==> config.mk <==
export PLATFORM = sky130hd
export DESIGN_NAME = relay_pulse_status_msg
export DESIGN_NICKNAME = d
export VERILOG_FILES = /design/src/relay_pkg.sv /design/src/relay_pulse_status_msg.sv
export SDC_FILE = /design/constraint.sdc
export NUM_CORES = 1
export LEC_CHECK = 0
export BUFFER_PORTS_ARGS = -buffer_cell sky130_fd_sc_hd__buf_2
export CAP_MARGIN = 20
export CORE_ASPECT_RATIO = 2
export CORE_MARGIN = 4
export CORE_UTILIZATION = 53
export DETAILED_ROUTE_END_ITERATION = 7
export PLACE_DENSITY_LB_ADDON = 0.3
export REMOVE_ABC_BUFFERS = 1
export SYNTH_ARGS = -nofsm -noshare
export SYNTH_HDL_FRONTEND = slang
export SYNTH_SLANG_ARGS = --single-unit
==> constraint.sdc <==
create_clock -name clk -period 4.9 [get_ports clk]
set_clock_uncertainty 0.15 [all_clocks]
set_input_delay 0.735 -clock clk [delete_from_list [all_inputs] [get_ports clk]]
set_output_delay 0.735 -clock clk [all_outputs]
set_load 0.02 [all_outputs]
==> src/relay_pkg.sv <==
// Purpose: Shared constants and types for the relay sequencer and status framer.
// Assumes: A 200 MHz clock and a 100 ms timing unit.
// Notes: All timing widths are in 100 ms units.
// What this block does
// - Manual mode follows activate and deactivate commands.
// - Pulse mode alternates phases after activation.
// - Inactive-to-active delay holds inactive, then activates.
// - Active-to-inactive delay deactivates after the delay.
// - Pulse offers continuous (default) and counted sub-modes.
// - Counted pulses emit N active/inactive pairs, default 1.
// - Inactive width 1 to 9999 units, default 1.
// - Active width 1 to 9999 units, default 1.
// - Delay 1 to 9999 units, from manual start.
// - Failsafe leaves, forces active, or forces inactive.
// - Input change sends status to every associated session.
// - No response awaited after a status message.
// - Each input reported alone, only on change.
// - Message is 20 bytes, ten used, ten reserved.
// - Fields: type, number, address, alarm, status, reserved.
// - Type is 0 digital, 1 serial line.
// - Number 1-4 digital, 5 DSR, 6 DCD, 7 CTS.
// - Status byte is 0 inactive, 1 active.
// - Reserved bytes are sent as zero.
// - Each output bound to at most one input.
`default_nettype none
package relay_pkg;
	timeunit 1ns;
	timeprecision 1ps;
	// Clock rate and tick period.
	localparam int unsigned CLK_HZ = 200_000_000;
	localparam int unsigned TICK_MS = 100;
	localparam int unsigned TICK_CYCLES = CLK_HZ / 1000 * TICK_MS;
	// Programmable width limits and defaults.
	localparam logic [13:0] WIDTH_MIN = 14'h0001;
	localparam logic [13:0] WIDTH_MAX = 14'h270F;
	localparam logic [13:0] WIDTH_DEFAULT = 14'h0001;
	localparam logic [15:0] COUNT_DEFAULT = 16'h0001;
	// Message layout.
	localparam int unsigned MSG_BYTES = 20;
	localparam int unsigned MSG_USED = 10;
	localparam logic [7:0] TYPE_DIGITAL = 8'h00;
	localparam logic [7:0] TYPE_SERIAL = 8'h01;
	localparam logic [7:0] NUM_DSR = 8'h05;
	localparam logic [7:0] NUM_DCD = 8'h06;
	localparam logic [7:0] NUM_CTS = 8'h07;
	localparam int unsigned NUM_DIGITAL = 4;
	localparam int unsigned NUM_SOURCES = 7;
	localparam logic [7:0] BYTE_ZERO = 8'h00;
	localparam logic [7:0] BYTE_ONE = 8'h01;
	// Output modes; manual is the reset choice.
	typedef enum logic [1:0] {
		MODE_MANUAL,
		MODE_PULSE,
		MODE_DELAY_ON,
		MODE_DELAY_OFF
	} out_mode_t;
	// Failsafe actions; none is the reset choice.
	typedef enum logic [1:0] {
		FS_NONE,
		FS_ACTIVATE,
		FS_DEACTIVATE
	} fs_action_t;
	// Output channel configuration.
	typedef struct packed {
		out_mode_t mode;
		logic counted;
		logic [15:0] pulse_count;
		logic [13:0] inactive_width;
		logic [13:0] active_width;
		logic [13:0] delay_width;
		fs_action_t fs_action;
	} out_cfg_t;
	// One input status sample from the input logic.
	typedef struct packed {
		logic [NUM_SOURCES-1:0] level;
		logic [NUM_SOURCES-1:0] alarm;
	} in_state_t;
endpackage
`default_nettype wire

==> src/relay_pulse_status_msg.sv <==
// Purpose: Relay output sequencer and per-input status message framer.
// Assumes: Inputs are asynchronous pins; config and commands are on clk.
// Notes: Messages stream out one byte per accepted beat, no reply expected.
`default_nettype none
module relay_pulse_status_msg #(
	parameter int unsigned TICK_CYCLES = relay_pkg::TICK_CYCLES,
	parameter int unsigned SESSIONS = 4
) (
	input wire logic clk,
	input wire logic sys_rst,
	input wire relay_pkg::out_cfg_t cfg, // Output channel configuration.
	input wire logic [2:0] bind_src, // Input index (0-6) bound to the output.
	input wire logic bind_en, // Follow the bound input instead of commands.
	input wire logic cmd_activate, // One-cycle manual activate/start.
	input wire logic cmd_deactivate, // One-cycle manual deactivate/stop.
	input wire logic failsafe_fire, // One-cycle failsafe timer event.
	input wire relay_pkg::in_state_t in_pins, // Raw input levels and alarms.
	input wire logic [SESSIONS-1:0] session_assoc, // Sessions tied to any input.
	input wire logic [47:0] hw_addr, // Sender hardware network address.
	output logic relay_out, // Channel drive, high is active.
	output logic busy, // Sequencer is timing a phase.
	output logic [7:0] msg_data, // Message byte.
	output logic msg_valid, // Byte is valid.
	input wire logic msg_ready, // Sink takes the byte.
	output logic msg_last, // Last byte of a 20-byte message.
	output logic [SESSIONS-1:0] msg_sessions // Sessions that receive it.
);
	timeunit 1ns;
	timeprecision 1ps;

	// Refuse, at elaboration, a tick of fewer than two clocks or no sessions at all:
	// the prescaler could never count a whole unit, and the mask would have no bits.
	if (TICK_CYCLES < 2 || SESSIONS < 1) begin : bad_params
		$error("Unsupported parameter value.");
	end

	// Clamp a width into the legal range of 1 to 9999 units.
	function automatic logic [13:0] clamp_width(input logic [13:0] w);
		if (w < relay_pkg::WIDTH_MIN) begin
			return relay_pkg::WIDTH_MIN;
		end else if (w > relay_pkg::WIDTH_MAX) begin
			return relay_pkg::WIDTH_MAX;
		end
		return w;
	endfunction

	// Prescaler state that produces the 100 ms tick.
	logic [31:0] pre_cnt;
	logic [31:0] next_pre_cnt;
	logic tick;
	logic restart; // An activate command also realigns the prescaler.

	// Prescaler: one-cycle tick every TICK_CYCLES clocks.
	// A start realigns it, so the first unit of a phase is a whole one, never a stub.
	always_comb begin
		tick = (pre_cnt == TICK_CYCLES - 1);
		if (tick || restart) begin
			next_pre_cnt = '0;
		end else begin
			next_pre_cnt = pre_cnt + 32'h0000_0001;
		end
	end

	always_ff @(posedge clk or posedge sys_rst) begin
		if (sys_rst) begin
			pre_cnt <= '0;
		end else begin
			pre_cnt <= next_pre_cnt;
		end
	end

	// Two-flop synchroniser for the input pins.
	// Only the second stage is read, so a metastable first stage never reaches logic.
	relay_pkg::in_state_t sync_a;
	relay_pkg::in_state_t sync_b;
	relay_pkg::in_state_t seen; // Last reported state.

	always_ff @(posedge clk or posedge sys_rst) begin
		if (sys_rst) begin
			sync_a <= '0;
			sync_b <= '0;
		end else begin
			sync_a <= in_pins;
			sync_b <= sync_a;
		end
	end

	// Sequencer states.
	typedef enum logic [1:0] {
		SEQ_IDLE,
		SEQ_ON_PHASE,
		SEQ_OFF_PHASE,
		SEQ_DELAY
	} seq_t;
	seq_t seq;
	seq_t next_seq;
	logic [13:0] phase_cnt;
	logic [13:0] next_phase_cnt;
	logic [15:0] pulses_left;
	logic [15:0] next_pulses_left;
	logic next_relay_out;

	// Sequencer: manual, pulse, delayed on and delayed off behaviour.
	always_comb begin
		next_seq = seq;
		next_phase_cnt = phase_cnt;
		next_pulses_left = pulses_left;
		next_relay_out = relay_out;
		restart = 1'b0;
		if (bind_en) begin
			// A bound output follows exactly one selected input.
			next_seq = SEQ_IDLE;
			// An index past the last source reads as inactive, never as unknown.
			if (bind_src < 3'(relay_pkg::NUM_SOURCES)) begin
				next_relay_out = sync_b.level[bind_src];
			end else begin
				next_relay_out = 1'b0;
			end
		end else if (cmd_deactivate) begin
			// Manual stop ends any timing and drops the output.
			next_seq = SEQ_IDLE;
			next_relay_out = 1'b0;
		end else if (cmd_activate) begin
			restart = 1'b1;
			unique case (cfg.mode)
				relay_pkg::MODE_MANUAL: begin
					// Manual drive applies no timing, so any running phase is dropped.
					next_seq = SEQ_IDLE;
					next_relay_out = 1'b1;
				end
				relay_pkg::MODE_PULSE: begin
					// Start with an active phase.
					next_seq = SEQ_ON_PHASE;
					next_relay_out = 1'b1;
					next_phase_cnt = clamp_width(cfg.active_width);
					if (cfg.pulse_count == '0) begin
						next_pulses_left = relay_pkg::COUNT_DEFAULT;
					end else begin
						next_pulses_left = cfg.pulse_count;
					end
				end
				relay_pkg::MODE_DELAY_ON: begin
					next_seq = SEQ_DELAY;
					next_relay_out = 1'b0;
					next_phase_cnt = clamp_width(cfg.delay_width);
				end
				relay_pkg::MODE_DELAY_OFF: begin
					next_seq = SEQ_DELAY;
					next_relay_out = 1'b1;
					next_phase_cnt = clamp_width(cfg.delay_width);
				end
			endcase
		end else if (failsafe_fire && cfg.fs_action != relay_pkg::FS_NONE) begin
			// Failsafe forces a level and stops timing.
			next_seq = SEQ_IDLE;
			next_relay_out = (cfg.fs_action == relay_pkg::FS_ACTIVATE);
		end else if (tick && seq != SEQ_IDLE) begin
			if (phase_cnt > 14'h0001) begin
				next_phase_cnt = phase_cnt - 14'h0001;
			end else begin
				unique case (seq)
					SEQ_ON_PHASE: begin
						next_seq = SEQ_OFF_PHASE;
						next_relay_out = 1'b0;
						next_phase_cnt = clamp_width(cfg.inactive_width);
					end
					SEQ_OFF_PHASE: begin
						if (cfg.counted && pulses_left <= 16'h0001) begin
							next_seq = SEQ_IDLE;
						end else begin
							// Continuous repeats forever; counted uses one pulse.
							if (cfg.counted) begin
								next_pulses_left = pulses_left - 16'h0001;
							end
							next_seq = SEQ_ON_PHASE;
							next_relay_out = 1'b1;
							next_phase_cnt = clamp_width(cfg.active_width);
						end
					end
					SEQ_DELAY: begin
						next_seq = SEQ_IDLE;
						// Delayed on drives active; delayed off drives inactive.
						next_relay_out = (cfg.mode == relay_pkg::MODE_DELAY_ON);
					end
					default: begin
						next_seq = SEQ_IDLE;
					end
				endcase
			end
		end
	end

	// Registers of the sequencer; reset leaves the channel inactive and idle.
	always_ff @(posedge clk or posedge sys_rst) begin
		if (sys_rst) begin
			seq <= SEQ_IDLE;
			phase_cnt <= relay_pkg::WIDTH_DEFAULT;
			pulses_left <= relay_pkg::COUNT_DEFAULT;
			relay_out <= 1'b0;
		end else begin
			seq <= next_seq;
			phase_cnt <= next_phase_cnt;
			pulses_left <= next_pulses_left;
			relay_out <= next_relay_out;
		end
	end

	// Busy is high whenever a phase or a delay is being timed.
	assign busy = (seq != SEQ_IDLE);

	// Framer state.
	logic sending;
	logic next_sending;
	logic [4:0] byte_idx;
	logic [4:0] next_byte_idx;
	logic [2:0] src;
	logic [2:0] next_src;
	relay_pkg::in_state_t next_seen;
	logic [7:0] next_msg_data;
	logic [SESSIONS-1:0] next_msg_sessions;
	logic [2:0] pick;
	logic found;

	// Build one message byte for source s at index i.
	function automatic logic [7:0] msg_byte(input logic [4:0] i, input logic [2:0] s,
			input relay_pkg::in_state_t st, input logic [47:0] addr);
		logic [7:0] b;
		b = relay_pkg::BYTE_ZERO;
		unique case (i)
			5'h00: b = (s < 3'(relay_pkg::NUM_DIGITAL)) ? relay_pkg::TYPE_DIGITAL
				: relay_pkg::TYPE_SERIAL;
			5'h01: b = 8'({5'h00, s} + 8'h01);
			5'h02, 5'h03, 5'h04, 5'h05, 5'h06, 5'h07:
				b = addr[8'(47 - 8 * (i - 5'h02)) -: 8];
			5'h08: b = st.alarm[s] ? relay_pkg::BYTE_ONE : relay_pkg::BYTE_ZERO;
			5'h09: b = st.level[s] ? relay_pkg::BYTE_ONE : relay_pkg::BYTE_ZERO;
			default: b = relay_pkg::BYTE_ZERO;
		endcase
		return b;
	endfunction

	// Framer: pick the lowest changed input and stream its 20 bytes.
	// Only level changes start a message; an alarm change alone is carried by the next one.
	// Changes that arrive during a message wait, since seen keeps their old level.
	always_comb begin
		next_sending = sending;
		next_byte_idx = byte_idx;
		next_src = src;
		next_seen = seen;
		next_msg_data = msg_data;
		next_msg_sessions = msg_sessions;
		pick = '0;
		found = 1'b0;
		for (int k = relay_pkg::NUM_SOURCES - 1; k >= 0; k--) begin
			if (sync_b.level[k] != seen.level[k]) begin
				pick = 3'(k);
				found = 1'b1;
			end
		end
		if (!sending) begin
			if (found && session_assoc != '0) begin
				// Capture only this input; others wait for their own message.
				next_sending = 1'b1;
				next_src = pick;
				next_byte_idx = '0;
				next_seen.level[pick] = sync_b.level[pick];
				next_seen.alarm[pick] = sync_b.alarm[pick];
				next_msg_data = msg_byte(5'h00, pick, sync_b, hw_addr);
				next_msg_sessions = session_assoc;
			end else if (found) begin
				// No session listens; record the change and move on.
				next_seen.level[pick] = sync_b.level[pick];
			end
		end else if (msg_ready) begin
			if (byte_idx == 5'(relay_pkg::MSG_BYTES - 1)) begin
				next_sending = 1'b0;
			end else begin
				next_byte_idx = byte_idx + 5'h01;
				next_msg_data = msg_byte(byte_idx + 5'h01, src, seen, hw_addr);
			end
		end
	end

	// Registers of the framer; the snapshot in seen feeds the later bytes.
	always_ff @(posedge clk or posedge sys_rst) begin
		if (sys_rst) begin
			sending <= 1'b0;
			byte_idx <= '0;
			src <= '0;
			seen <= '0;
			msg_data <= '0;
			msg_sessions <= '0;
		end else begin
			sending <= next_sending;
			byte_idx <= next_byte_idx;
			src <= next_src;
			seen <= next_seen;
			msg_data <= next_msg_data;
			msg_sessions <= next_msg_sessions;
		end
	end

	// Valid stands for the whole message; the sink paces it with ready alone.
	// Last marks the final reserved byte, so a receiver can resync on 20-byte blocks.
	assign msg_valid = sending;
	assign msg_last = sending && (byte_idx == 5'(relay_pkg::MSG_BYTES - 1));
endmodule
`default_nettype wire

==> results of run 1 <==
## registers in the layout (all words and copies together), names as in the netlist
name	count
relay_out	1
seq	2
byte_idx	5
sync_a	14
msg_sessions	4
src	3
pulses_left	16
msg_valid	1
pre_cnt	32
phase_cnt	14
sync_b	14
msg_data	8
seen	14
## metrics by stage
stage | cells | utilization, %
5_1_grt | 1238 | 64.4
3_5_place_dp | 1207 | 60.4
4_1_cts | 1238 | 64.4
6_report | 1238 | 64.4
3_3_place_gp | 1207 | 60.4
2_1_floorplan | 848 | -
## per-layer routing
layer | wire [um] | share of wire, % | vias to the layer above
li1 | - | - | 3594
met2 | 12900 | 54 | 349
met1 | 7550 | 32 | 3585
met4 | 1850 | 7.7 | 0
met3 | 1590 | 6.7 | 115
met5 | 0 | 0 | -
## power breakdown
group | total [mW] | internal [mW] | switching (mW)
logic | 1.12 | 0.474 | 0.651
registers | 1.39 | 1.21 | 0.181
clock network | 1.29 | 0.813 | 0.473
## worst reg2reg max path, stage by stage (launching register included)
cell	delay [ns]
sky130_fd_sc_hd__dfrtp_1	0.43
sky130_fd_sc_hd__nor4_2	0.67
sky130_fd_sc_hd__and4_1	0.69
sky130_fd_sc_hd__o211a_1	0.45
sky130_fd_sc_hd__o22a_1	0.40
sky130_fd_sc_hd__a21oi_1	0.11
sky130_fd_sc_hd__o21ai_0	0.22
## cells in the mapped netlist (22+ instances only)
master	number
sky130_fd_sc_hd__dfrtp_1	126
sky130_fd_sc_hd__inv_1	31
sky130_fd_sc_hd__clkbuf_1	30
sky130_fd_sc_hd__a21oi_1	53
sky130_fd_sc_hd__nand3_1	29
sky130_fd_sc_hd__xor2_1	22
sky130_fd_sc_hd__nor2_1	97
sky130_fd_sc_hd__xnor2_1	31
sky130_fd_sc_hd__nor4_1	26
sky130_fd_sc_hd__o21ai_0	55
sky130_fd_sc_hd__nor3_1	27
sky130_fd_sc_hd__nand2_1	66
## area by class of cell
class	count	area, um2
multi-input combinational	688	4570
sequential	128	3210
inverter	32	123
tap	195	244
clock buffer	19	443
fill	1293	5300
timing repair buffer	164	846
clock inverter	12	160
## worst paths after layout
| kind | cells past startpoint | startpoint | to | slack, ns |
|---|---|---|---|---|
| hold / removal | 0 | sync_a[13] | sync_b[13] | 0.20 |
| max in group asynchronous | 3 | sys_rst | sync_b[1] | 3.16 |
| hold reg to reg | 0 | sync_a[13] | sync_b[13] | 0.20 |
| setup / recovery | 6 | phase_cnt[9] | pulses_left[11] | 1.70 |
| setup reg to reg | 6 | phase_cnt[9] | pulses_left[11] | 1.70 |
| min in group asynchronous | 2 | sys_rst | sync_b[7] | 0.32 |
## logic make-up after synthesis
family	synth area share (%)
AOI/OAI and AO/OA	19.3
xor gates and xnor gates	5.75
adders and majority gates	2.64
buffers and inverters	3.58
DFF	39.7
muxes	7.13
and+or+nand+nor	21.8
==> summary.txt, run 1 <==
Synth
  • Share of the synthesized area in the top cell type: just under 40%
  • Dominant cells by area after synthesis: sky130_fd_sc_hd__dfrtp_1 39%, sky130_fd_sc_hd__nor2_1 4.5%, sky130_fd_sc_hd__o21ai_0 3.4%
  • Library cell occupying the most area in the post-synthesis netlist: sky130_fd_sc_hd__dfrtp_1
  • EDFF count, synth: 0
  • Prevailing post-synth register cell: sky130_fd_sc_hd__dfrtp_1
  • Synthesized area divided by synthesized cell count: around 9.1 um2
  • Total of flip-flops plus latches after synthesis: around 130
  • Number of distinct library cells after synthesis: approximately 80
  • Total of warnings raised by yosys: 0
  • Sequential share of the synthesized area: between 30% and 40%
  • Mapped Cells: 889
  • Share of async-settable or async-resettable flops after synthesis: between 90% and 100%
  • Synth Cell Area: around 8000 um2

Global routing
  • GR met2 Demand/Resource: between 50% and 60%
  • GR met3 Demand/Resource: approximately 5.0%
  • Most congested layer reported by global routing: met2
  • Via count of the first global-routing pass: 7715
  • Met1 track demand over resource in global routing: approximately a quarter
  • Pin count of the biggest net entering global routing: 63
  • Antenna violations before repair: 0
  • First-pass GRT wire length: 37.7 mm
  • Overall overflow remaining after global route: 0
  • GRT Overall Usage: approximately 28%

Final layout
  • Layout overhead on the synthesized area: 18.9%
  • Most frequent standard cell in the layout excluding fill and tap cells: sky130_fd_sc_hd__buf_2
  • Most frequent cells in the layout: 154 x sky130_fd_sc_hd__buf_2, 126 x sky130_fd_sc_hd__dfrtp_1, 97 x sky130_fd_sc_hd__nor2_1
  • Layout cells sized above 1: between 20% and 30%
  • Final non-filler cell area: approximately 9600 um2
  • Antenna cells: 0
  • Net count of the finished layout: 1187

Timing
  • Transition time at the pin with the least slew margin: between 1 and 1.5 ns
  • Post-route setup slack: between 1.5 and 2 ns
  • Count of final setup violators: 0
  • Sum of negative setup slack: 0 ns
  • Unrepaired setup endpoints after global routing: false
  • Final number of max-transition violations: 0
  • Worst rel slew slack: approximately 30%
  • Portion of the clock cycle consumed by the worst path in the final layout: between 60% and 70%
  • Maximum clock frequency: approximately 310 MHz
  • Final hold vios: 0
  • Final critical-path required period: roughly 3.2 ns
  • Worst hold slack: slightly below 0.2 ns

Setup path
  • Critical path arrival: 3.37 ns
  • CP Cell Sequence: nor4_2 > and4_1 > o211a_1 > o22a_1 > a21oi_1 > o21ai_0
  • Maximum fanout encountered on the critical timing path: 14
  • Crit-path leading delay family: simple AND/OR/NAND/NOR gates
  • CP max stage cell: sky130_fd_sc_hd__and4_1
  • Required time at the worst-slack endpoint: between 5 and 6 ns
  • Total buffers and inverters traversed by the critical path: 0
  • Critical Path Max Stage Delay: 0.68 ns
  • CP startpoint kind: flop
  • Critical path capture point type: flop
  • CP Class: reg -> reg

Detailed routing
  • Routed wire length per instance: 19.3 um
  • Post-DRT Antenna Nets: 0
  • Number of optimization iterations in the first detailed-route pass: 5
  • Vias per Instance: about 6.2
  • Drt initial violations: between 300 and 400
  • Total via count after detailed routing: 7643
  • Final wirelength: between 20 and 25 mm
  • # DRC: 0

Clocking
  • Buffers inserted during post-CTS setup optimization: 0
  • Sinks on the clock net: ~130
  • CTS Root Cell: sky130_fd_sc_hd__clkbuf_16
  • TritonCTS clock tree: yes
  • Maximum clock insertion buffer count: 2
  • Post-CTS Hold Fix Bufs: 0
  • Number of clock buffers inserted by TritonCTS: 17
  • Number of gates resized after cts: 0
  • Worst-path clk slew: approximately 0.06 ns
  • Clock latency on the worst-skew pair: roughly 0.42 ns
  • Count of H-tree levels built during CTS: 4

Floorplanning
  • Die extent in y: approximately 180 um
  • Die area: ~17000 um2
  • Number of cell rows: 63
  • Floorplan die width: roughly 95 um
  • I/O pin cnt: roughly 160
  • Initial standard-cell utilization of the core: a little over half
  • Core area: roughly 15000 um2

Power and ir drop
  • Overall Power: 3.80 mW
  • Worst VDD drop: ~0.26 mV
  • Static leakage: about 4.2 nW
  • Power Density: between 300 and 400 nW/um2

Place
  • Worst setup slack before clock tree synthesis: 1.69 ns
  • Half-perimeter wire length after placement: around 18 mm
  • Dpl cell area: 8990 um2
  • Port bufs: about 150
  • Global placer's final weighted congestion: between 0.9 and 1

Min path
  • Type of the tightest min-delay check: reg -> reg

Run
  • Max-capacitance violation count: 0

Status
  • Status: completed
(Power assumes the default switching activity.)
==> run 2: changes to the inputs <==
Settings changed: CORE_UTILIZATION 53 to 51.
Clock period 4.9 ns to 2.75 ns, I/O delays scaled along.
==> run 2 against run 1 <==
- sequential share of layout area down 1.9 points
- power is 84% higher
- highest routed layer unchanged
- worst setup slack worse by 1.6 ns
- clock-buffer cell count down 2
- sequential cell count stayed put
- routed wire length is 5.8% higher
==> summary.txt, run 2 (same netlist as run 1, synthesis figures left out) <==
Clocking
  • CTS Root Cell: sky130_fd_sc_hd__clkbuf_16
  • Maximum clock insertion buffer count: 2
  • Count of H-tree levels built during CTS: 4
  • TritonCTS clock tree: yes
  • Number of clock buffers inserted by TritonCTS: 17
  • Worst-path clk slew: around 0.060 ns
  • Clock latency on the worst-skew pair: between 0.4 and 0.5 ns
  • Sinks on the clock net: about 130
  • Buffers inserted during post-CTS setup optimization: 0

Place
  • Cell count after placement: roughly 1300
  • Port bufs: 154
  • Half-perimeter wire length after placement: 18.5 mm
  • Worst setup slack before clock tree synthesis: -0.0898 ns
  • Global placer's final weighted congestion: around 0.96

Floorplanning
  • Initial standard-cell utilization of the core: between 50% and 60%
  • Number of cell rows: 64
  • I/O pin cnt: between 150 and 200
  • Core area: 15500 um2
  • Die extent in y: about 190 um
  • Die area: 18000 um2
  • Floorplan die width: approximately 97 um

Final layout
  • Register ranked first by flip-flop count: pre_cnt
  • Most frequent cells in the layout: 154 x sky130_fd_sc_hd__buf_2, 126 x sky130_fd_sc_hd__dfrtp_1, 97 x sky130_fd_sc_hd__nor2_1
  • Largest registers in the final layout: pre_cnt (32), pulses_left (16)
  • Most frequent standard cell in the layout excluding fill and tap cells: sky130_fd_sc_hd__buf_2
  • Number of flip-flops in the largest register: 32
  • Layout overhead on the synthesized area: 26.2%
  • Layout cells sized above 1: 26.5%
  • Final cell utilization of the core: ~66%
  • Final cell count without fillers: between 1000 and 1500
  • Net count of the finished layout: ~1300

Status
  • Status: completed

Setup path
  • Critical path capture point type: flop
  • Crit-path leading delay family: simple AND/OR/NAND/NOR gates
  • Critical Path Max Stage Delay: ~0.54 ns
  • Required time at the worst-slack endpoint: 2.90 ns
  • Total buffers and inverters traversed by the critical path: 0
  • Critical path arrival: roughly 2.8 ns
  • CP max stage cell: sky130_fd_sc_hd__or4_1
  • Maximum fanout encountered on the critical timing path: 12
  • CP Class: reg -> reg
  • CP startpoint kind: flop
  • CP Cell Sequence: or4_1 > or4_4 > o31a_1 > o221a_2 > nor2_1 > a21oi_1

Global routing
  • Overall overflow remaining after global route: 0
  • Antenna violations before repair: 0
  • Pin count of the biggest net entering global routing: 81
  • Via count of the first global-routing pass: roughly 8200
  • GRT Overall Usage: between 20% and 30%
  • First-pass GRT wire length: around 40 mm

Timing
  • Final number of max-transition violations: 0
  • Worst rel slew slack: around three fifths
  • Maximum clock frequency: approximately 370 MHz
  • Final hold vios: 0
  • Count of final setup violators: 0
  • Portion of the clock cycle consumed by the worst path in the final layout: 97.1%
  • Transition time at the pin with the least slew margin: approximately 0.6 ns
  • Post-route setup slack: just over 0.08 ns
  • Final critical-path required period: about 2.7 ns
  • Unrepaired setup endpoints after global routing: false
  • Sum of negative setup slack: 0 ns

Detailed routing
  • Drt initial violations: around 600
  • Post-DRT Antenna Nets: 0
  • Total via count after detailed routing: 8071
  • Vias per Instance: ~6
  • # DRC: 0
  • Routed wire length per instance: between 15 and 20 um
  • Final wirelength: approximately 25 mm
  • Number of optimization iterations in the first detailed-route pass: 5

Power and ir drop
  • Power Density: about 690 nW/um2
  • Worst VDD drop: about 0.48 mV
  • Static leakage: between 4 and 5 nW

Run
  • Max-capacitance violation count: 0

Min path
  • Type of the tightest min-delay check: in -> reg
run 2: changes by cell type in the layout (fill, tap and decap cells not counted), moves of 2 or more:
cell / before / now
sky130_fd_sc_hd__buf_12: 0 / 3
sky130_fd_sc_hd__inv_8: 0 / 3
sky130_fd_sc_hd__inv_6: 2 / 4
sky130_fd_sc_hd__dlygate4sd3_1: 0 / 15
sky130_fd_sc_hd__buf_4: 10 / 54
run 2: per-layer routing:
layer / global-route usage, % / vias to the layer above / routed length, um
met5: 0 / - / 0
met4: 16.0 / 0 / 1390
met3: 4.99 / 96 / 1500
met2: 54.0 / 387 / 14100
met1: 26.0 / 3881 / 8210
li1: - / 3707 / -
run 2: layout make-up:
cell class                 count  area [um2]
antenna                        1        2.50
clock buffer                  17         425
clock inverter                15         176
fill                        1278        5270
inverter                      32         123
multi-input combinational    689        4620
sequential                   128        3210
tap                          198         248
timing repair buffer         226        1390
run 2: metrics by stage:
stage / power [mW] / instance area [um2] / hold WS, ns
floorplan: 3.78 / 7900 / 0.181
global placement: 4.57 / 9390 / 0.183
detailed placement: 4.62 / 9390 / 0.185
CTS: 6.96 / 10100 / 0.0805
global route: 7.31 / 10200 / 0.0866
finish: 6.99 / 10200 / 0.0929
run 2: repair_timing:
| action | CTS | global route |
|---|---|---|
| setup endpoints to repair | 11 | 19 |
| resized for setup | 3 | 7 |
| endpoints found under the hold margin | 138 | 0 |
| hold buffers | 15 | 0 |
| cloned | 0 | 1 |
run 2: worst paths after layout:
check,startpoint,endpoint,slack (ns),cells after the start
max,pulses_left[11],phase_cnt[2],0.08,6
min,session_assoc[0],msg_sessions[0],0.09,2
max reg2reg,pulses_left[11],phase_cnt[2],0.08,6
min reg2reg,sync_a[3],sync_b[3],0.20,0
max in group asynchronous,sys_rst,phase_cnt[0],1.55,4
min in group asynchronous,sys_rst,pulses_left[10],0.45,4
run 2: where the power goes:
part           switching (mW)  leakage, nW  total, mW  internal (mW)
clock network           0.951        0.283       2.32           1.37
logic                    1.22         2.66       2.23           1.01
registers               0.288         1.59       2.44           2.16
